`src/encoder_pulser_map.svh`:
```
`ifndef ENCODER_PULSER_MAP_SVH
`define ENCODER_PULSER_MAP_SVH

// ==========================================================================
// register map
// ==========================================================================
`define ADDR_W              8
`define OFS_INPUT_ENV_CFG   8'h00
`define OFS_ERR_CAUSE       8'h04
`define OFS_ERR_MASK        8'h08

// ==========================================================================
// input_environment_config fields
// ==========================================================================
`define EFLT_BIT            18
`define PFLT_BIT            19
`define EMD_LSB             20
`define EMD_MSB             21
`define ERVS_BIT            22
`define PMD_LSB             24
`define PMD_MSB             25
`define PRVS_BIT            26
`define EDIS_BIT            30
`define PDIS_BIT            31

// ==========================================================================
// error_cause_status and mask fields
// ==========================================================================
`define ENC_ERR_BIT         16
`define PLS_ERR_BIT         17

// ==========================================================================
// reset values and timing
// ==========================================================================
`define CFG_RESET           32'h0000_0000
`define MASK_RESET          2'h0
`define FILT_MIN_CYCLES     3
`define RESP_OKAY           2'h0
`define RESP_SLVERR         2'h2

`endif

```
`src/encoder_pulser_pkg.sv`:
```
package encoder_pulser_pkg;

    // decoding selected by the two-bit count mode field
    typedef enum logic [1:0] {
        QUAD_1X,
        QUAD_2X,
        QUAD_4X,
        TWO_PULSE
    } count_mode_t;

    // per-channel settings taken from input_environment_config
    typedef struct packed {
        logic        filt;
        count_mode_t mode;
        logic        dir;
        logic        dis;
    } chan_cfg_t;

    // one-cycle strobes produced by a decoder
    typedef struct packed {
        logic up;
        logic dn;
        logic err;
    } count_evt_t;

endpackage

```
`src/count_decoder.sv`:
```
`timescale 1ns/1ps
`include "encoder_pulser_map.svh"

module count_decoder
    import encoder_pulser_pkg::*;
(
    input  wire logic      clk_sys_i,
    input  wire logic      rst_n_i,
    input  wire logic      a_i,
    input  wire logic      b_i,
    input  wire chan_cfg_t cfg_i,
    output count_evt_t     evt_o
);

    logic       a_prev_ff;
    logic       b_prev_ff;
    count_evt_t evt_ff;
    count_evt_t nxt_evt;
    logic       a_edge;
    logic       b_edge;
    logic       cnt;
    logic       fwd;

    // ======================================================================
    // edge classification and count direction
    // ======================================================================
    always_comb begin
        a_edge = a_i ^ a_prev_ff;
        b_edge = b_i ^ b_prev_ff;
        cnt    = 1'b0;
        fwd    = 1'b0;
        case (cfg_i.mode)
            QUAD_1X: begin
                // one count per cycle, at the a edge taken with b low
                cnt = a_edge && !b_edge && !b_i;
                fwd = a_i;
            end
            QUAD_2X: begin
                cnt = a_edge && !b_edge;
                fwd = a_i != b_i;
            end
            QUAD_4X: begin
                cnt = a_edge ^ b_edge;
                fwd = a_edge ? (a_i != b_i) : (a_i == b_i);
            end
            TWO_PULSE: begin
                // simultaneous edges on a and b give no count and are flagged as an error
                cnt = (a_edge ^ b_edge) && (a_edge ? a_i : !b_i);
                fwd = a_i && !a_prev_ff;
            end
            default: begin
                cnt = 1'b0;
                fwd = 1'b0;
            end
        endcase
        nxt_evt.up  = !cfg_i.dis && cnt && (fwd ^ cfg_i.dir);
        nxt_evt.dn  = !cfg_i.dis && cnt && !(fwd ^ cfg_i.dir);
        nxt_evt.err = !cfg_i.dis && a_edge && b_edge;
    end

    always_ff @(posedge clk_sys_i) begin
        if (!rst_n_i) begin
            a_prev_ff <= 1'b0;
            b_prev_ff <= 1'b0;
            evt_ff    <= '0;
        end else begin
            a_prev_ff <= a_i;
            b_prev_ff <= b_i;
            evt_ff    <= nxt_evt;
        end
    end

    assign evt_o = evt_ff;
endmodule

```
`src/encoder_pulser_input_decoder.sv`:
```
// Decided for this implementation: the register offsets and register access over AXI4-Lite.
`timescale 1ns/1ps
`include "encoder_pulser_map.svh"

module encoder_pulser_input_decoder
    import encoder_pulser_pkg::*;
(
    input  wire logic               clk_sys_i,
    input  wire logic               rst_n_i,
    input  wire logic [`ADDR_W-1:0] s_axi_awaddr,
    input  wire logic               s_axi_awvalid,
    output logic                    s_axi_awready,
    input  wire logic [31:0]        s_axi_wdata,
    input  wire logic [3:0]         s_axi_wstrb,
    input  wire logic               s_axi_wvalid,
    output logic                    s_axi_wready,
    output logic [1:0]              s_axi_bresp,
    output logic                    s_axi_bvalid,
    input  wire logic               s_axi_bready,
    input  wire logic [`ADDR_W-1:0] s_axi_araddr,
    input  wire logic               s_axi_arvalid,
    output logic                    s_axi_arready,
    output logic [31:0]             s_axi_rdata,
    output logic [1:0]              s_axi_rresp,
    output logic                    s_axi_rvalid,
    input  wire logic               s_axi_rready,
    input  wire logic               encoder_phase_a_i,
    input  wire logic               encoder_phase_b_i,
    input  wire logic               encoder_index_i,
    input  wire logic               manual_pulser_a_i,
    input  wire logic               manual_pulser_b_i,
    output logic                    enc_count_up_o,
    output logic                    enc_count_down_o,
    output logic                    pulser_count_up_o,
    output logic                    pulser_count_down_o,
    output logic                    encoder_index_o,
    output logic                    irq_o
);

    localparam int NUM_PINS = 5;

    // ======================================================================
    // state
    // ======================================================================
    logic [NUM_PINS-1:0] sync1_ff;
    logic [NUM_PINS-1:0] sync2_ff;
    logic [NUM_PINS-1:0] pin_raw;
    logic [NUM_PINS-1:0] filt_en;
    logic [NUM_PINS-1:0] filt_out;
    chan_cfg_t           enc_cfg;
    chan_cfg_t           pls_cfg;
    count_evt_t          enc_evt;
    count_evt_t          pls_evt;

    logic               awready_ff;
    logic               nxt_awready;
    logic               wready_ff;
    logic               nxt_wready;
    logic               bvalid_ff;
    logic               nxt_bvalid;
    logic [1:0]         bresp_ff;
    logic [1:0]         nxt_bresp;
    logic [`ADDR_W-1:0] awaddr_ff;
    logic [`ADDR_W-1:0] nxt_awaddr;
    logic [31:0]        wdata_ff;
    logic [31:0]        nxt_wdata;
    logic [3:0]         wstrb_ff;
    logic [3:0]         nxt_wstrb;
    logic               arready_ff;
    logic               nxt_arready;
    logic               rvalid_ff;
    logic               nxt_rvalid;
    logic [31:0]        rdata_ff;
    logic [31:0]        nxt_rdata;
    logic [1:0]         rresp_ff;
    logic [1:0]         nxt_rresp;

    logic [31:0]        cfg_ff;
    logic [31:0]        nxt_cfg;
    logic [1:0]         status_ff;
    logic [1:0]         nxt_status;
    logic [1:0]         mask_ff;
    logic [1:0]         nxt_mask;
    logic               irq_ff;
    logic               nxt_irq;
    logic               do_wr;
    logic [`ADDR_W-1:0] wr_word;
    logic [`ADDR_W-1:0] rd_word;
    logic [1:0]         clr;

    // ======================================================================
    // input synchroniser and pulse-width filters
    // ======================================================================
    // bit order: encoder a, b, index, pulser a, b
    assign pin_raw = {manual_pulser_b_i, manual_pulser_a_i, encoder_index_i,
                      encoder_phase_b_i, encoder_phase_a_i};
    assign filt_en = {cfg_ff[`PFLT_BIT], cfg_ff[`PFLT_BIT], cfg_ff[`EFLT_BIT],
                      cfg_ff[`EFLT_BIT], cfg_ff[`EFLT_BIT]};

    // two flops per pin; only the second stage feeds the filter
    always_ff @(posedge clk_sys_i) begin
        if (!rst_n_i) begin
            sync1_ff <= '0;
            sync2_ff <= '0;
        end else begin
            sync1_ff <= pin_raw;
            sync2_ff <= sync1_ff;
        end
    end

    for (genvar i = 0; i < NUM_PINS; i++) begin : g_filt
        pulse_width_filter u_filt (
            .clk_sys_i (clk_sys_i),
            .rst_n_i   (rst_n_i),
            .en_i      (filt_en[i]),
            .in_i      (sync2_ff[i]),
            .out_o     (filt_out[i])
        );
    end

    // ======================================================================
    // decoders
    // ======================================================================
    // index bypasses the decoder, so the encoder disable never blocks it
    assign enc_cfg = '{filt: cfg_ff[`EFLT_BIT],
                       mode: count_mode_t'(cfg_ff[`EMD_MSB:`EMD_LSB]),
                       dir:  cfg_ff[`ERVS_BIT],
                       dis:  cfg_ff[`EDIS_BIT]};
    assign pls_cfg = '{filt: cfg_ff[`PFLT_BIT],
                       mode: count_mode_t'(cfg_ff[`PMD_MSB:`PMD_LSB]),
                       dir:  cfg_ff[`PRVS_BIT],
                       dis:  cfg_ff[`PDIS_BIT]};

    count_decoder u_enc_dec (
        .clk_sys_i (clk_sys_i),
        .rst_n_i   (rst_n_i),
        .a_i       (filt_out[0]),
        .b_i       (filt_out[1]),
        .cfg_i     (enc_cfg),
        .evt_o     (enc_evt)
    );

    count_decoder u_pls_dec (
        .clk_sys_i (clk_sys_i),
        .rst_n_i   (rst_n_i),
        .a_i       (filt_out[3]),
        .b_i       (filt_out[4]),
        .cfg_i     (pls_cfg),
        .evt_o     (pls_evt)
    );

    // ======================================================================
    // axi4-lite slave: handshakes
    // ======================================================================
    // one write and one read in flight; readies drop until the response leaves
    always_comb begin
        nxt_awready = awready_ff;
        nxt_wready  = wready_ff;
        nxt_awaddr  = awaddr_ff;
        nxt_wdata   = wdata_ff;
        nxt_wstrb   = wstrb_ff;
        nxt_bvalid  = bvalid_ff;
        nxt_bresp   = bresp_ff;
        do_wr       = !awready_ff && !wready_ff && !bvalid_ff;
        wr_word     = {awaddr_ff[`ADDR_W-1:2], 2'h0};
        if (s_axi_awvalid && awready_ff) begin
            nxt_awready = 1'b0;
            nxt_awaddr  = s_axi_awaddr;
        end
        if (s_axi_wvalid && wready_ff) begin
            nxt_wready = 1'b0;
            nxt_wdata  = s_axi_wdata;
            nxt_wstrb  = s_axi_wstrb;
        end
        if (do_wr) begin
            nxt_bvalid = 1'b1;
            nxt_bresp  = (wr_word == `OFS_INPUT_ENV_CFG || wr_word == `OFS_ERR_CAUSE
                          || wr_word == `OFS_ERR_MASK) ? `RESP_OKAY : `RESP_SLVERR;
        end else if (bvalid_ff && s_axi_bready) begin
            nxt_bvalid  = 1'b0;
            nxt_awready = 1'b1;
            nxt_wready  = 1'b1;
        end
    end

    // read data is captured at the address handshake
    always_comb begin
        nxt_arready = arready_ff;
        nxt_rvalid  = rvalid_ff;
        nxt_rdata   = rdata_ff;
        nxt_rresp   = rresp_ff;
        rd_word     = {s_axi_araddr[`ADDR_W-1:2], 2'h0};
        if (s_axi_arvalid && arready_ff) begin
            nxt_arready = 1'b0;
            nxt_rvalid  = 1'b1;
            nxt_rdata   = 32'h0000_0000;
            nxt_rresp   = `RESP_OKAY;
            case (rd_word)
                // configuration is write-only and reads as zero
                `OFS_INPUT_ENV_CFG: nxt_rdata = 32'h0000_0000;
                `OFS_ERR_CAUSE: begin
                    nxt_rdata[`ENC_ERR_BIT] = status_ff[0];
                    nxt_rdata[`PLS_ERR_BIT] = status_ff[1];
                end
                `OFS_ERR_MASK: begin
                    nxt_rdata[`ENC_ERR_BIT] = mask_ff[0];
                    nxt_rdata[`PLS_ERR_BIT] = mask_ff[1];
                end
                default: nxt_rresp = `RESP_SLVERR;
            endcase
        end else if (rvalid_ff && s_axi_rready) begin
            nxt_rvalid  = 1'b0;
            nxt_arready = 1'b1;
        end
    end

    // ======================================================================
    // registers, sticky error flags and interrupt
    // ======================================================================
    // set beats clear, so an error in the clearing cycle survives
    always_comb begin
        nxt_cfg  = cfg_ff;
        nxt_mask = mask_ff;
        clr      = 2'h0;
        if (do_wr) begin
            if (wr_word == `OFS_INPUT_ENV_CFG) begin
                for (int k = 0; k < 4; k++) begin
                    if (wstrb_ff[k]) begin
                        nxt_cfg[k*8 +: 8] = wdata_ff[k*8 +: 8];
                    end
                end
            end
            if (wr_word == `OFS_ERR_CAUSE && wstrb_ff[2]) begin
                clr = {wdata_ff[`PLS_ERR_BIT], wdata_ff[`ENC_ERR_BIT]};
            end
            if (wr_word == `OFS_ERR_MASK && wstrb_ff[2]) begin
                nxt_mask = {wdata_ff[`PLS_ERR_BIT], wdata_ff[`ENC_ERR_BIT]};
            end
        end
        nxt_status = (status_ff & ~clr) | {pls_evt.err, enc_evt.err};
        nxt_irq    = |(nxt_status & nxt_mask);
    end

    always_ff @(posedge clk_sys_i) begin
        if (!rst_n_i) begin
            awready_ff <= 1'b1;
            wready_ff  <= 1'b1;
            awaddr_ff  <= '0;
            wdata_ff   <= 32'h0000_0000;
            wstrb_ff   <= 4'h0;
            bvalid_ff  <= 1'b0;
            bresp_ff   <= `RESP_OKAY;
            arready_ff <= 1'b1;
            rvalid_ff  <= 1'b0;
            rdata_ff   <= 32'h0000_0000;
            rresp_ff   <= `RESP_OKAY;
            cfg_ff     <= `CFG_RESET;
            status_ff  <= 2'h0;
            mask_ff    <= `MASK_RESET;
            irq_ff     <= 1'b0;
        end else begin
            awready_ff <= nxt_awready;
            wready_ff  <= nxt_wready;
            awaddr_ff  <= nxt_awaddr;
            wdata_ff   <= nxt_wdata;
            wstrb_ff   <= nxt_wstrb;
            bvalid_ff  <= nxt_bvalid;
            bresp_ff   <= nxt_bresp;
            arready_ff <= nxt_arready;
            rvalid_ff  <= nxt_rvalid;
            rdata_ff   <= nxt_rdata;
            rresp_ff   <= nxt_rresp;
            cfg_ff     <= nxt_cfg;
            status_ff  <= nxt_status;
            mask_ff    <= nxt_mask;
            irq_ff     <= nxt_irq;
        end
    end

    // ======================================================================
    // outputs
    // ======================================================================
    assign s_axi_awready       = awready_ff;
    assign s_axi_wready        = wready_ff;
    assign s_axi_bvalid        = bvalid_ff;
    assign s_axi_bresp         = bresp_ff;
    assign s_axi_arready       = arready_ff;
    assign s_axi_rvalid        = rvalid_ff;
    assign s_axi_rdata         = rdata_ff;
    assign s_axi_rresp         = rresp_ff;
    assign enc_count_up_o      = enc_evt.up;
    assign enc_count_down_o    = enc_evt.dn;
    assign pulser_count_up_o   = pls_evt.up;
    assign pulser_count_down_o = pls_evt.dn;
    assign encoder_index_o     = filt_out[2];
    assign irq_o               = irq_ff;
endmodule

```
`src/pulse_width_filter.sv`:
```
`timescale 1ns/1ps
`include "encoder_pulser_map.svh"

module pulse_width_filter (
    input  wire logic clk_sys_i,
    input  wire logic rst_n_i,
    input  wire logic en_i,
    input  wire logic in_i,
    output logic      out_o
);

    logic [1:0] cnt_ff;
    logic [1:0] nxt_cnt;
    logic       out_ff;
    logic       nxt_out;

    // ======================================================================
    // level accepted only after it held for the minimum width
    // ======================================================================
    always_comb begin
        nxt_cnt = 2'h0;
        nxt_out = out_ff;
        if (!en_i) begin
            nxt_out = in_i;
        end else if (in_i != out_ff) begin
            if (cnt_ff == 2'(`FILT_MIN_CYCLES - 1)) begin
                nxt_out = in_i;
            end else begin
                nxt_cnt = cnt_ff + 2'h1; // a shorter pulse restarts the count
            end
        end
    end

    always_ff @(posedge clk_sys_i) begin
        if (!rst_n_i) begin
            cnt_ff <= 2'h0;
            out_ff <= 1'b0;
        end else begin
            cnt_ff <= nxt_cnt;
            out_ff <= nxt_out;
        end
    end

    assign out_o = out_ff;
endmodule

```
`config.mk`:
```
export PLATFORM = sky130hd
export DESIGN_NAME = encoder_pulser_input_decoder
export DESIGN_NICKNAME = d
export VERILOG_FILES = /design/src/encoder_pulser_pkg.sv /design/src/count_decoder.sv /design/src/encoder_pulser_input_decoder.sv /design/src/pulse_width_filter.sv
export VERILOG_INCLUDE_DIRS = /design/src
export SDC_FILE = /design/constraint.sdc
export NUM_CORES = 1
export LEC_CHECK = 0
export ABC_AREA = 1
export BUFFER_PORTS_ARGS = -buffer_cell sky130_fd_sc_hd__buf_4
export CAP_MARGIN = 25
export CORE_MARGIN = 10
export CORE_UTILIZATION = 39
export CTS_BUF_LIST = sky130_fd_sc_hd__clkbuf_4 sky130_fd_sc_hd__clkbuf_8
export CTS_CLUSTER_SIZE = 30
export DETAILED_ROUTE_END_ITERATION = 6
export MAX_ROUTING_LAYER = met4
export PLACE_DENSITY = 0.66
export SETUP_SLACK_MARGIN = 0.5
export SLEW_MARGIN = 20
export SYNTH_ARGS = -nofsm -noshare
export SYNTH_HDL_FRONTEND = slang
export SYNTH_SLANG_ARGS = --single-unit
```
`constraint.sdc`:
```
create_clock -name clk_sys_i -period 1.3 [get_ports clk_sys_i]
set_input_delay 0.13 -clock clk_sys_i [delete_from_list [all_inputs] [get_ports clk_sys_i]]
set_output_delay 0.13 -clock clk_sys_i [all_outputs]
set_load 0.03 [all_outputs]
```
# Word level (Yosys, flattened, before mapping)
# Index checks and enable logic that the tools add are counted.
# word_totals
regBits,110
input_bits,64
output_inout_bits,47
word_cells,202
# op_classes
n_addsub,5
n_eq_ne,34
mux,42
n_bitwise,20
reduce_logical,63
# ops
cell,n
1-bit 2-to-1 mux,31
1-bit logical AND,27
"2-bit by 1-bit inequality test with 1-bit output, second input constant",10
4-bit OR reduction,5
"2-bit equality test, second input constant",9
1-bit one-hot mux with 4 select lines,4
1-bit zero test,13
"6-bit by 1-bit equality test with 1-bit output, second input constant",2
"6-bit by 2-bit equality test with 1-bit output, second input constant",2
6-bit zero test,2
2-bit 2-to-1 mux,6
"2-bit by 1-bit adder with 2-bit output, second input constant",5
2-bit AND reduction,5
8-bit zero test,1
1-bit inverter,8
1-bit bitwise XOR,8
1-bit inequality test,7
3-bit AND reduction,2
2-bit AND,2
"2-bit by 1-bit equality test with 1-bit output, second input constant",2
2-bit zero test,2
2-bit one-hot mux with 2 select lines,1
2-bit nonzero test,2
3-bit OR reduction,1
5 further kinds,7

# Longest topological paths before layout
# Gate-level depths: netlist of run 1.
# depth
depth_word,9
mapped_depth,11
depth_no_buf,11

# Modules after synthesis
# Synthesis of run 1 repeated with hierarchy kept, for this count alone.
# hier_totals
hier_cells,509
area_unflattened_um2,3616.0
# by_module_without_submodules
module,n_inst,cells_per_inst,area_each_um2,seq_area_each_um2
encoder_pulser_input_decoder,1,292,2250.9,1081.0
pulse_width_filter,5,21,141.4,60.1
count_decoder,2,56,329.1,100.1

# Worst setup path after synthesis of run 1
# No wires, ideal clock.
# synth_path
kind,register -> register
from,reg g_filt[3].u_filt.out_ff
to,"reg u_pls_dec.evt_ff, in the netlist u_pls_dec.evt_o[1]"
setup_time_ns,0.112
t_arrival_ns,1.163
t_required_ns,1.188
slack_ns,0.025
path_stages_with_launch,10
path_buffers,0
period_less_slack_ns,1.275
path_cell_list,dfxtp_1 ha_1 inv_1 nand3_1 nand3_1 nand2_1 nand2_1 nand2_1 nand2_1 nor2_1
# synth_between
elab_chain_cells,6
word_cells_on_any_way,16
classes_between,2 x eq/ne; 4 x mux; 3 x bitwise; 7 x reduce/logical
# synth_rtl
element,line,text
"start, declared",pulse_width_filter.sv:14,logic out_ff;
"start signal, assigned",pulse_width_filter.sv:40,out_ff <= nxt_out;
1-bit equality test (tied with other cells),count_decoder.sv:44,fwd = a_edge ? (a_i != b_i) : (a_i == b_i);
1-bit 2-to-1 mux (tied with other cells),count_decoder.sv:44,
1-bit one-hot mux with 4 select lines (tied with other cells),count_decoder.sv:32,case (cfg_i.mode)
1-bit bitwise XOR or 1-bit one-hot mux with 4 select lines (tied branches),"count_decoder.sv:57, count_decoder.sv:32",
1-bit zero test or 1-bit logical AND (tied branches),count_decoder.sv:57,nxt_evt.dn = !cfg_i.dis && cnt && !(fwd ^ cfg_i.dir);
1-bit logical AND *,count_decoder.sv:57,
"end signal, assigned",count_decoder.sv:69,evt_ff <= nxt_evt;
"end, declared",count_decoder.sv:17,count_evt_t evt_ff;
# Every way passes the cells marked *; elsewhere a longest branch is shown, timed or not.
# A chain may end at the register's enable or synchronous reset.

# Worst setup path after layout of run 1
# layout_path
from,"reg wready_ff, in the netlist s_axi_wready"
to,"reg irq_ff, in the netlist irq_o"
# layout_between
elab_chain_cells,9
word_cells_on_any_way,10
classes_between,2 x mux; 4 x bitwise; 4 x reduce/logical
# layout_rtl
element,line,text
"start, declared",encoder_pulser_input_decoder.sv:57,logic wready_ff;
"start signal, assigned",encoder_pulser_input_decoder.sv:263,wready_ff <= nxt_wready;
1-bit zero test *,encoder_pulser_input_decoder.sv:164,do_wr = !awready_ff && !wready_ff && !bvalid_ff;
1-bit logical AND * (2 in a row),encoder_pulser_input_decoder.sv:164,
2-bit 2-to-1 mux,encoder_pulser_input_decoder.sv:225,if (do_wr) begin
2-bit inverter,encoder_pulser_input_decoder.sv:240,"nxt_status = (status_ff & ~clr) | {pls_evt.err, enc_evt.err};"
2-bit AND,encoder_pulser_input_decoder.sv:240,
2-bit OR,encoder_pulser_input_decoder.sv:240,
2-bit AND *,encoder_pulser_input_decoder.sv:241,nxt_irq = |(nxt_status & nxt_mask);
2-bit OR reduction *,encoder_pulser_input_decoder.sv:241,
"end signal, assigned",encoder_pulser_input_decoder.sv:276,irq_ff <= nxt_irq;
"end, declared",encoder_pulser_input_decoder.sv:84,logic irq_ff;
# Marked as above.

==> run summary, run 1 <==
====================================================================================
Most used flip-flop cell after synthesis                                     dfxtp_1
DRC viols                                                                          0
Post-synthesis simple-gate area fraction                                       25.7%
Detailed Route WL                                                            8.93 mm
Maximum Capacitance Violations                                                     0
Most used standard cell by instance count after synthesis                    nand2_1
Initial cell density of the core                                               39.9%
Routed wire length per instance                                              13.2 um
Clock tree from TritonCTS                                                      built
IR drop worst, VDD                                                          0.700 mV
Global-route wire length before repair                                       13.9 mm
Syn_area_per_cell                                                           7.39 um2
Vertical die dimension                                                        114 um
Area inside the core boundary                                               8680 um2
Worst-Skew Late Latency                                                      0.37 ns
Clock slew at reported path FFs                                              0.09 ns
Drt pass-1 iters                                                                   6
Proportion of synthesized flip-flops having asynchronous set or reset             0%
Boundary pin count                                                               111
Fraction of final layout cells with drive strength greater than 1              43.3%
Remaining number of nets flagged by the antenna check after routing                0
Layout Utilization                                                             59.4%
Final hold violation count                                                         2
Worst Slack Setup Final                                                    0.0316 ns
Top cells by count, synth                                               nand2_1, dfxtp_1, nor2_1
Final setup violation count                                                        0
Worst-case setup slack after placement                                     0.0329 ns
Grt total ovfl                                                                     0
RSZ-0062 raised after global routing                                            true
Pin count of the biggest net entering global routing                              28
Static leakage                                                               2.36 nW
Gate Count Post-Synth                                                            468
Area share of fa/ha/maj cells after synthesis                                  2.53%
Ratio of final minimum period to clock period                                  97.6%
# clock sinks                                                                     79
Signal arrival time at the worst endpoint                                    1.52 ns
Minimum clock period                                                         1.27 ns
Floorplan die area                                                         13000 um2
Placement row count                                                               34
Pwr Total                                                                    6.17 mW
Multiplexer area fraction after synthesis                                         0%
HPWL Detailed                                                                5.55 mm
Total clock buffers created by CTS                                                 9
Distinct cell type count after synthesis                                          24
Top-area cell type share of the netlist area                                   45.7%
Hold_ws                                                                  -0.00684 ns
Data required time of the worst path                                         1.55 ns
Aggregate global-route resource usage                                          13.3%
Antenna diode count                                                                0
CP Class                                                                     reg2reg
Proportion of synthesized chip area in sequential cells                        45.7%
Final clock skew                                                           0.0115 ns
EDFF count, synth                                                                  0
Worst Setup End Kind                                                        register
Share of the synthesized netlist area taken by xor and xnor gates              1.27%
Global placer's final weighted congestion                                      0.832
Total number of vias                                                            3138
Number of filler instances in the final layout                                   766
Register bit total from synthesis                                                 79
Maximum achievable frequency                                               0.788 GHz
Number of warning messages in the yosys log                                        0
Final Max Slew Viols                                                               0
Peak fanout along the critical path                                                5
Iteration-0 DRC count of the detailed router                                      73
I/O Buffers                                                                       52
Main combinational cell family by area after synthesis                  simple AND/OR/NAND/NOR gates
Die width                                                                     114 um
Synth area leaders                                                      dfxtp_1, nand2_1, nor2_1
Area Growth Syn to Fin                                                         48.9%
Power density of the placed cells                                        1200 nW/um2
Run status                                                              finished, violations left
Area fraction in compound gates after synthesis                                9.98%
H-Tree Depth                                                                       3
Number of global-route vias before repair                                       3033
Violated checks                                                          hold timing
Final Cell Area                                                             5150 um2
Sort of element at the start of the critical path                           register
Placed cell areas                                                           4040 um2
Library cell occupying the most area in the post-synthesis netlist           dfxtp_1
Cell at the root of the clock tree                                          clkbuf_8
Drt via density                                                                 4.66
Largest buffer count on any clock path                                             2
Cell area after synthesis                                                   3460 um2
Antenna violations before repair                                                   0
Type of the worst min-delay path                                              in2reg
Final layout net count                                                           632
====================================================================================
[power breakdown]
part / total, mW / internal [mW] / switching (mW)
logic: 0.939 / 0.377 / 0.562
registers: 2.60 / 2.52 / 0.0834
clock network: 2.63 / 1.71 / 0.916
[cell type report]
| cell class | instances | area [um2] | area share (%) |
|---|---|---|---|
| Clock inverter | 6 | 155 | 3.01 |
| Clock buffer | 10 | 138 | 2.67 |
| Sequential cell | 79 | 1630 | 31.7 |
| Inverter | 58 | 255 | 4.95 |
| Multi-Input combinational cell | 324 | 2020 | 39.3 |
| Timing Repair Buffer | 89 | 812 | 15.8 |
| Tap cell | 108 | 135 | 2.62 |
[path summary, 6_finish.rpt]
check	cells past startpoint	end	slack (ns)	start
min	3	awaddr_ff[7]	-0.007	s_axi_awaddr[7]
max	9	irq_o	0.03	s_axi_wready
max reg2reg	9	irq_o	0.03	s_axi_wready
min reg2reg	1	g_filt[0].u_filt.cnt_ff[0]	0.40	g_filt[0].u_filt.cnt_ff[0]
[cell families (layout without fill, tap and decap cells)]
kind of cell,count (synthesis),after routing
fa+ha+maj,7,7
compound gates,67,67
flops,79,79
other cells,1,32
xor+xnor,5,5
buf+inv,99,163
simple gates,210,213
[worst max-delay path, cell delays in order, from the launching register on]
cell and delay [ns]:
dfxtp_4 0.36, nor2_4 0.12, nand2_4 0.07, nor2_4 0.15
buf_4 0.14, nand3_2 0.08, nand2_2 0.07, nand2_1 0.05
nand3_1 0.06, nand2_1 0.06
[cell usage in the layout (no fill, tap or decap), types with 4 or more instances in the layout]
cell type / count
nand2_1: 79
conb_1: 32
clkbuf_8: 10
buf_4: 53
dfxtp_1: 50
inv_2: 14
o21ai_1: 15
bufinv_16: 5
nand2_2: 16
inv_1: 37
o211ai_1: 4
buf_6: 23
a21oi_1: 16
nand2_4: 4
nand2_8: 6
o21ai_2: 17
nor2_2: 8
dfxtp_4: 6
o21ai_0: 4
nand3_2: 12
a21oi_2: 11
dfxtp_2: 23
nor2_1: 51
dlygate4sd3_1: 10
nor2_4: 13
ha_4: 7
nand3_1: 18
[state kept, by name, indices dropped and copies added (netlist names), 2 cells and up]
register	count
sync2_ff	5
awaddr_ff	6
status_ff	2
cfg_ff	10
s_axi_rdata	2
mask_ff	2
g_filt.u_filt.out_o	5
sync1_ff	5
u_pls_dec.evt_o	3
wdata_ff	12
g_filt.u_filt.cnt_ff	10
wstrb_ff	2
u_enc_dec.evt_o	3
[timing repair]
| item | CTS | global route |
|---|---|---|
| gates resized for setup | 77 | 84 |
| cloned | 2 | 1 |
| setup endpoints to repair | 73 | 79 |
| pin swaps | 35 | 36 |
| endpoints found under the hold margin | 10 | 0 |
| hold buffers | 10 | 0 |
| buffers inserted | 13 | 11 |
[routing by layer]
metal  vias up  global-route usage [%]  part of all wire (%)
met2        84                    21.2                    50
li1       1603                       -                     -
met1      1436                    15.1                    42
met4         0                    6.18                   2.4
met5         -                       -                     0
met3        15                    3.77                   6.4
[stage by stage]
stage	hold slack, ns	setup TNS [ns]	cells
final	-0.00684	0	674
after CTS	0.000535	0	662
after floorplan	0.228	0	499
after global routing	0.0152	-0.323	674
after detailed placement	0.317	0	621
after global placement	0.314	0	621
Power figures use the tool's default switching activity.
==> run 2, diff against run 1 <==
--- a/config.mk
+++ b/config.mk
@@ -15,7 +15,6 @@
 export CTS_CLUSTER_SIZE = 30
 export DETAILED_ROUTE_END_ITERATION = 6
 export MAX_ROUTING_LAYER = met4
-export PLACE_DENSITY = 0.66
 export SETUP_SLACK_MARGIN = 0.5
 export SLEW_MARGIN = 20
 export SYNTH_ARGS = -nofsm -noshare
==> constraint.sdc (replaced) <==
create_clock -name clk_sys_i -period 1.5 [get_ports clk_sys_i]
set_input_delay 0.15 -clock clk_sys_i [delete_from_list [all_inputs] [get_ports clk_sys_i]]
set_output_delay 0.15 -clock clk_sys_i [all_outputs]
set_load 0.03 [all_outputs]
==> run 2 against run 1 <==
  * The run now ends clean
  * First-iteration DRC count rose by 36%
  * Hold slack improved by 0.051 ns
  * Power decreased by 29%
  * Clock skew decreased by 0.0036 ns
  * Combinational power down 25%
  * Sequential share of layout area increased by 2.9 points
  * Flip-flop and latch count unchanged
  * Sequential power shrank 13%
  * Critical path depth decreased by 2
  * Register-to-register slack improved by 0.23 ns
  * Design area is 8.5% lower
  * Clock power shrank 45%
  * Largest cell class unchanged
==> run summary, run 2 (synthesis results as in run 1) <==
======================================================================================
Endpoint of the lowest-slack register-to-register path                      cfg_ff[18]
Final layout net count                                                             624
Critical Path Max Stage Delay                                                  0.37 ns
Worst Hold Depth                                                                     3
Worst-Skew Late Latency                                                        0.35 ns
Drt via density                                                                   4.52
RSZ-0062 raised after global routing                                              true
Filler-free cell count of the finished design                                      666
Signal arrival time at the worst endpoint                                      1.49 ns
Final Max Slew Viols                                                                 0
Clock power share                                                                32.9%
Power Internal                                                                 3.13 mW
Startpoint of the most critical register-to-register path                 s_axi_wready
H-Tree Depth                                                                         3
Worst-case setup slack after placement                                        0.234 ns
Drt pass-1 iters                                                                     4
Sort of element at the start of the critical path                             register
CP Class                                                                       reg2reg
IR drop worst, VDD                                                            0.483 mV
# clock sinks                                                                       79
Library cell contributing the largest single delay on the critical path        dfxtp_4
Combinational group share of total power                                         16.1%
Worst path bufs/invs                                                                 1
Largest registers                                                         wdata_ff: 12 flops, cfg_ff: 10 flops, g_filt.u_filt.cnt_ff: 10 flops
Hold Crit Endpoint                                                        wdata_ff[26]
Area inside the core boundary                                                 8680 um2
Layout Utilization                                                               54.3%
Commonest non-fill, non-tap cell in the layout                                 nand2_1
Antenna diode count                                                                  0
Register-to-register setup slack                                               0.26 ns
Cell at the root of the clock tree                                            clkbuf_8
Clock slew at reported path FFs                                                0.08 ns
Clock tree from TritonCTS                                                        built
Power density of the placed cells                                           935 nW/um2
Type of the worst min-delay path                                                in2reg
Pin count of the biggest net entering global routing                                32
Headroom to the max-slew limit                                                   58.7%
Combined area of the multi-input logic cells                                  1790 um2
Final clock skew                                                            0.00790 ns
Flip-flop count of the largest register, all copies and words added                 12
Worst Slack Setup Final                                                       0.257 ns
Most used cell along the critical path                                          nor2_4
Initial cell density of the core                                                 39.9%
Vertical die dimension                                                          114 um
Minimum clock period                                                           1.24 ns
Footprint of the flip-flops and latches                                       1630 um2
Total clock buffers created by CTS                                                   9
Largest buffer count on any clock path                                               2
Hold path startpoint                                                      s_axi_wdata[26]
Detailed Route WL                                                              8.02 mm
Most frequent cells in the layout                                         nand2_1, nor2_1, buf_4, dfxtp_1, inv_1
Switching power total                                                          1.28 mW
Die width                                                                       114 um
Seq pwr share                                                                    51.0%
Number of global-route vias before repair                                         2797
Run status                                                                complete, no violations
I/O Buffers                                                                         52
Global placer's final weighted congestion                                        0.781
Number of filler instances in the final layout                                     810
Summed negative setup slack over all endpoints                                    0 ns
CP top delay family                                                       simple AND/OR/NAND/NOR gates
HPWL Detailed                                                                  5.61 mm
Static leakage                                                                 2.19 nW
Global-route wire length before repair                                         12.5 mm
Iteration-0 DRC count of the detailed router                                        99
Data required time of the worst path                                           1.74 ns
Aggregate global-route resource usage                                            12.0%
Maximum achievable frequency                                                 0.804 GHz
Routed wire length per instance                                                12.0 um
Final setup violation count                                                          0
Worst Tran Pin Value                                                          0.619 ns
Remaining number of nets flagged by the antenna check after routing                  0
Worst Setup End Kind                                                          register
DRC viols                                                                            0
Post-placement cell count                                                          621
Floorplan die area                                                           13000 um2
Cells along the critical path                                             nor2_4 > nand2_2 > nor2_4 > buf_12 > nand2_8 > o21ai_2 > a21oi_2
Fraction of final layout cells with drive strength greater than 1                35.3%
Maximum Capacitance Violations                                                       0
Total number of vias                                                              3011
Placement row count                                                                 34
Switching share of total power                                                   29.0%
Launching element of the worst setup path                                 s_axi_wready
Antenna violations before repair                                                     0
Ratio of final minimum period to clock period                                    82.9%
Boundary pin count                                                                 111
Grt total ovfl                                                                       0
Final hold violation count                                                           0
Path depth of the worst reg2reg path                                                 7
Peak fanout along the critical path                                                  5
Area Growth Syn to Fin                                                           36.2%
Largest register by flop count                                                wdata_ff
======================================================================================
## run 2: power by group through the flow
stage / clock (mW) / combinational (mW) / sequential (mW)
floorplan: 0 / 0.399 / 2.31
global placement: 0 / 0.529 / 2.28
detailed placement: 0 / 0.539 / 2.28
CTS: 1.49 / 0.604 / 2.24
global route: 1.58 / 0.772 / 2.26
finish: 1.45 / 0.707 / 2.25
## run 2: worst max-delay path by stage
stage | to | cells past startpoint
after global placement | u_pls_dec.evt_o[2] | 10
after detailed placement | u_pls_dec.evt_o[1] | 10
after global routing | irq_o | 9
after CTS | u_enc_dec.evt_o[2] | 9
final | cfg_ff[18] | 7
after floorplan | u_pls_dec.evt_o[1] | 10
## run 2: routing by layer
| metal | global-route usage (%) | routed length, um | share of wire, % | up-vias |
|---|---|---|---|---|
| li1 | - | - | - | 1575 |
| met3 | 3.41 | 520 | 6.5 | 10 |
| met1 | 14.0 | 3620 | 45 | 1355 |
| met5 | - | 0 | 0 | - |
| met2 | 18.7 | 3770 | 47 | 71 |
| met4 | 6.02 | 108 | 1.3 | 0 |
## run 2: stage by stage
step / instance area (um2) / hold WS (ns) / power [mW]
after detailed placement: 3890 / 0.335 / 2.82
after CTS: 4370 / 0.0298 / 4.33
final: 4710 / 0.0444 / 4.41
after global placement: 3890 / 0.331 / 2.81
after global routing: 4710 / 0.0253 / 4.62
after floorplan: 3630 / 0.248 / 2.71
## run 2: worst reg2reg max path, delay by kind of cell, from the launching register on
family	cells	cell delay, ns
AO/OA/AOI/OAI	2	0.18
buffers and inverters	1	0.16
flip-flops	1	0.37
AND/OR/NAND/NOR	4	0.42
## run 2: area by class of cell
class	count	area share, %
Timing Repair Buffer	82	15.6
Sequential cell	79	34.6
Inverter	58	5.05
Clock buffer	11	3.08
Multi-Input combinational cell	322	38.0
Timing Repair inverter	1	0.159
Tap cell	108	2.87
Clock inverter	5	0.690
## run 2: timing repair
| action | in CTS | in global routing |
|---|---|---|
| cloned | 0 | 2 |
| hold buffers | 7 | 0 |
| gates resized for setup | 50 | 80 |
| hold endpoints to repair | 7 | 0 |
| setup buffers | 10 | 10 |
| pin swaps | 18 | 26 |
| endpoints found under the setup margin | 51 | 72 |
==> run 3, diff against run 2 <==
==> constraint.sdc (replaced) <==
create_clock -name clk_sys_i -period 1.18 [get_ports clk_sys_i]
set_input_delay 0.118 -clock clk_sys_i [delete_from_list [all_inputs] [get_ports clk_sys_i]]
set_output_delay 0.118 -clock clk_sys_i [all_outputs]
set_load 0.03 [all_outputs]
==> run 3 against run 2 <==
  * The run now ends with hold timing, setup timing left
  * Via count is 4.8% higher
  * Largest power group unchanged
  * Flip-flop and latch count unchanged
  * Combinational power rose by 51%
  * Maximum frequency fell by 2.1%
  * Core utilization increased by 5.5 points
  * First-iteration DRC count decreased by 15%
  * Critical endpoint is now irq_o
==> run summary, run 3 (synthesis results as in run 1) <==
======================================================================================
Final hold violation count                                                           2
Iteration-0 DRC count of the detailed router                                        84
Area Growth Syn to Fin                                                           49.9%
Combined area of the multi-input logic cells                                  2080 um2
Cell at the root of the clock tree                                            clkbuf_8
Switching power total                                                          1.69 mW
Detailed Route WL                                                              8.76 mm
Drt pass-1 iters                                                                     4
Largest buffer count on any clock path                                               2
Final layout net count                                                             638
Number of filler instances in the final layout                                     792
Total clock buffers created by CTS                                                   9
Routed wire length per instance                                                12.9 um
Static leakage                                                                 2.34 nW
Area inside the core boundary                                                 8680 um2
Commonest non-fill, non-tap cell in the layout                                 nand2_1
Seq pwr share                                                                    49.7%
Global placer's final weighted congestion                                        0.758
Flip-flop count of the largest register, all copies and words added                 12
IR drop worst, VDD                                                            0.580 mV
Number of global-route vias before repair                                         3056
Minimum clock period                                                           1.27 ns
RSZ-0062 raised after global routing                                              true
Worst Hold Depth                                                                     3
Antenna violations before repair                                                     0
Maximum Capacitance Violations                                                       0
Worst path bufs/invs                                                                 1
Placed cell areas                                                             4140 um2
Clock power share                                                                31.7%
Die width                                                                       114 um
Boundary pin count                                                                 111
Quantity of hold-fixing buffers added after cts                                      8
Ratio of final minimum period to clock period                                     108%
DRC viols                                                                            0
Cells along the critical path                                             nor2_4 > nand2_2 > nor2_4 > buf_6 > nand3_2 > nand2_2 > nand2_1 > nand3_1 > nand2_1
Final clock skew                                                             0.0120 ns
Switching share of total power                                                   29.3%
Vertical die dimension                                                          114 um
Initial cell density of the core                                                 39.9%
Fraction of final layout cells with drive strength greater than 1                45.8%
Maximum achievable frequency                                                 0.787 GHz
H-Tree Depth                                                                         3
Clock tree from TritonCTS                                                        built
Largest registers                                                         wdata_ff: 12 flops, cfg_ff: 10 flops, g_filt.u_filt.cnt_ff: 10 flops
CP top delay family                                                       simple AND/OR/NAND/NOR gates
Hold Crit Endpoint                                                        wdata_ff[24]
Startpoint of the most critical register-to-register path                 s_axi_bvalid
CP Class                                                                       reg2reg
Combinational group share of total power                                         18.6%
Final Max Slew Viols                                                                 0
Worst-Skew Late Latency                                                        0.35 ns
Run status                                                                finished, violations left
Aggregate global-route resource usage                                            13.3%
Most frequent cells in the layout                                         nand2_1, dfxtp_1, nor2_1, buf_4, inv_1
Hold_ws                                                                   -0.000690 ns
Grt total ovfl                                                                       0
Final setup violation count                                                         16
HPWL Detailed                                                                  5.72 mm
Footprint of the flip-flops and latches                                       1640 um2
Violated checks                                                           hold timing, setup timing
Hold path startpoint                                                      s_axi_wdata[24]
Final Cell Area                                                               5190 um2
Layout Utilization                                                               59.8%
Worst Slack Setup Final                                                     -0.0901 ns
Largest register by flop count                                                wdata_ff
Peak fanout along the critical path                                                  5
Path depth of the worst reg2reg path                                                 9
Data required time of the worst path                                           1.43 ns
Global-route wire length before repair                                         13.9 mm
Type of the worst min-delay path                                                in2reg
Remaining number of nets flagged by the antenna check after routing                  0
Drt via density                                                                   4.64
Antenna diode count                                                                  0
Power Internal                                                                 4.08 mW
Critical Path Max Stage Delay                                                  0.36 ns
# clock sinks                                                                       79
Worst Setup End Kind                                                          register
Worst-case setup slack after placement                                      -0.0735 ns
Pin count of the biggest net entering global routing                                35
Library cell contributing the largest single delay on the critical path        dfxtp_4
Signal arrival time at the worst endpoint                                      1.52 ns
Floorplan die area                                                           13000 um2
Endpoint of the lowest-slack register-to-register path                           irq_o
I/O Buffers                                                                         52
Placement row count                                                                 34
Sort of element at the start of the critical path                             register
Power density of the placed cells                                          1110 nW/um2
Total number of vias                                                              3156
Clock slew at reported path FFs                                                0.08 ns
Summed negative setup slack over all endpoints                               -0.877 ns
Register-to-register setup slack                                              -0.09 ns
======================================================================================
==> run 3: changes by cell type in the layout (fill, tap and decap cells not counted), moves of 4 or more <==
cell,before,now
buf_4,54,48
inv_1,47,39
nand2_2,13,18
nand3_1,21,16
clkinvlp_4,4,0
buf_6,18,36
o21ai_0,23,1
inv_2,5,12
nor2_1,56,48
o21ai_1,7,11
ha_4,2,7
nor2_4,10,17
nand2_1,83,79
o21ai_2,5,22
==> run 3: per-layer routing <==
| metal | up-vias | share of wire [%] | track usage, % |
|---|---|---|---|
| li1 | 1608 | - | - |
| met1 | 1464 | 44 | 15.7 |
| met2 | 73 | 49 | 21.4 |
| met3 | 11 | 6.1 | 4.09 |
| met4 | 0 | 1.3 | 4.01 |
| met5 | - | 0 | - |
==> run 3: worst max-delay path by stage <==
stage,start,endpoint,cells past startpoint
final,s_axi_bvalid,irq_o,9
after detailed placement,g_filt[3].u_filt.out_o,u_pls_dec.evt_o[2],10
after CTS,s_axi_wready,irq_o,9
after floorplan,g_filt[3].u_filt.out_o,u_pls_dec.evt_o[1],10
after global routing,u_enc_dec.a_prev_ff,u_enc_dec.evt_o[1],11
after global placement,g_filt[3].u_filt.out_o,u_pls_dec.evt_o[2],10
==> run 3: tightest hold or removal path, stage by stage <==
cell     delay [ns]
buf_4          0.08
o21ai_2        0.05
nor2_1         0.07
==> run 3: power groups by stage <==
stage | Sequential [mW] | Combinational (mW) | Clock (mW)
2_1_floorplan | 2.94 | 0.541 | 0
5_1_grt | 2.88 | 1.16 | 2.01
4_1_cts | 2.85 | 0.949 | 1.86
6_report | 2.87 | 1.07 | 1.83
3_3_place_gp | 2.89 | 0.746 | 0
3_5_place_dp | 2.90 | 0.758 | 0
==> run 3: layout make-up <==
class / count / area share, %
repair inverters: 1 / 0.314
multi-input cells: 323 / 40.0
clock inverters: 4 / 0.410
flip-flops and latches: 79 / 31.6
inverters: 58 / 4.78
well taps: 108 / 2.60
repair buffers: 95 / 17.4
clock buffers: 12 / 2.94
==> run 3: metrics by stage <==
stage                     total power [mW]  std cells
final                                 5.77        680
after global routing                  6.05        680
after CTS                             5.66        670
after floorplan                       3.49        499
after global placement                3.64        632
after detailed placement              3.65        632
==> run 3: timing repair <==
| item | in CTS | in global routing |
|---|---|---|
| pin swaps | 32 | 35 |
| setup endpoints to repair | 82 | 83 |
| cloned | 3 | 0 |
| gates resized for setup | 103 | 73 |
| setup buffers | 11 | 10 |
| hold endpoints to repair | 15 | 4 |
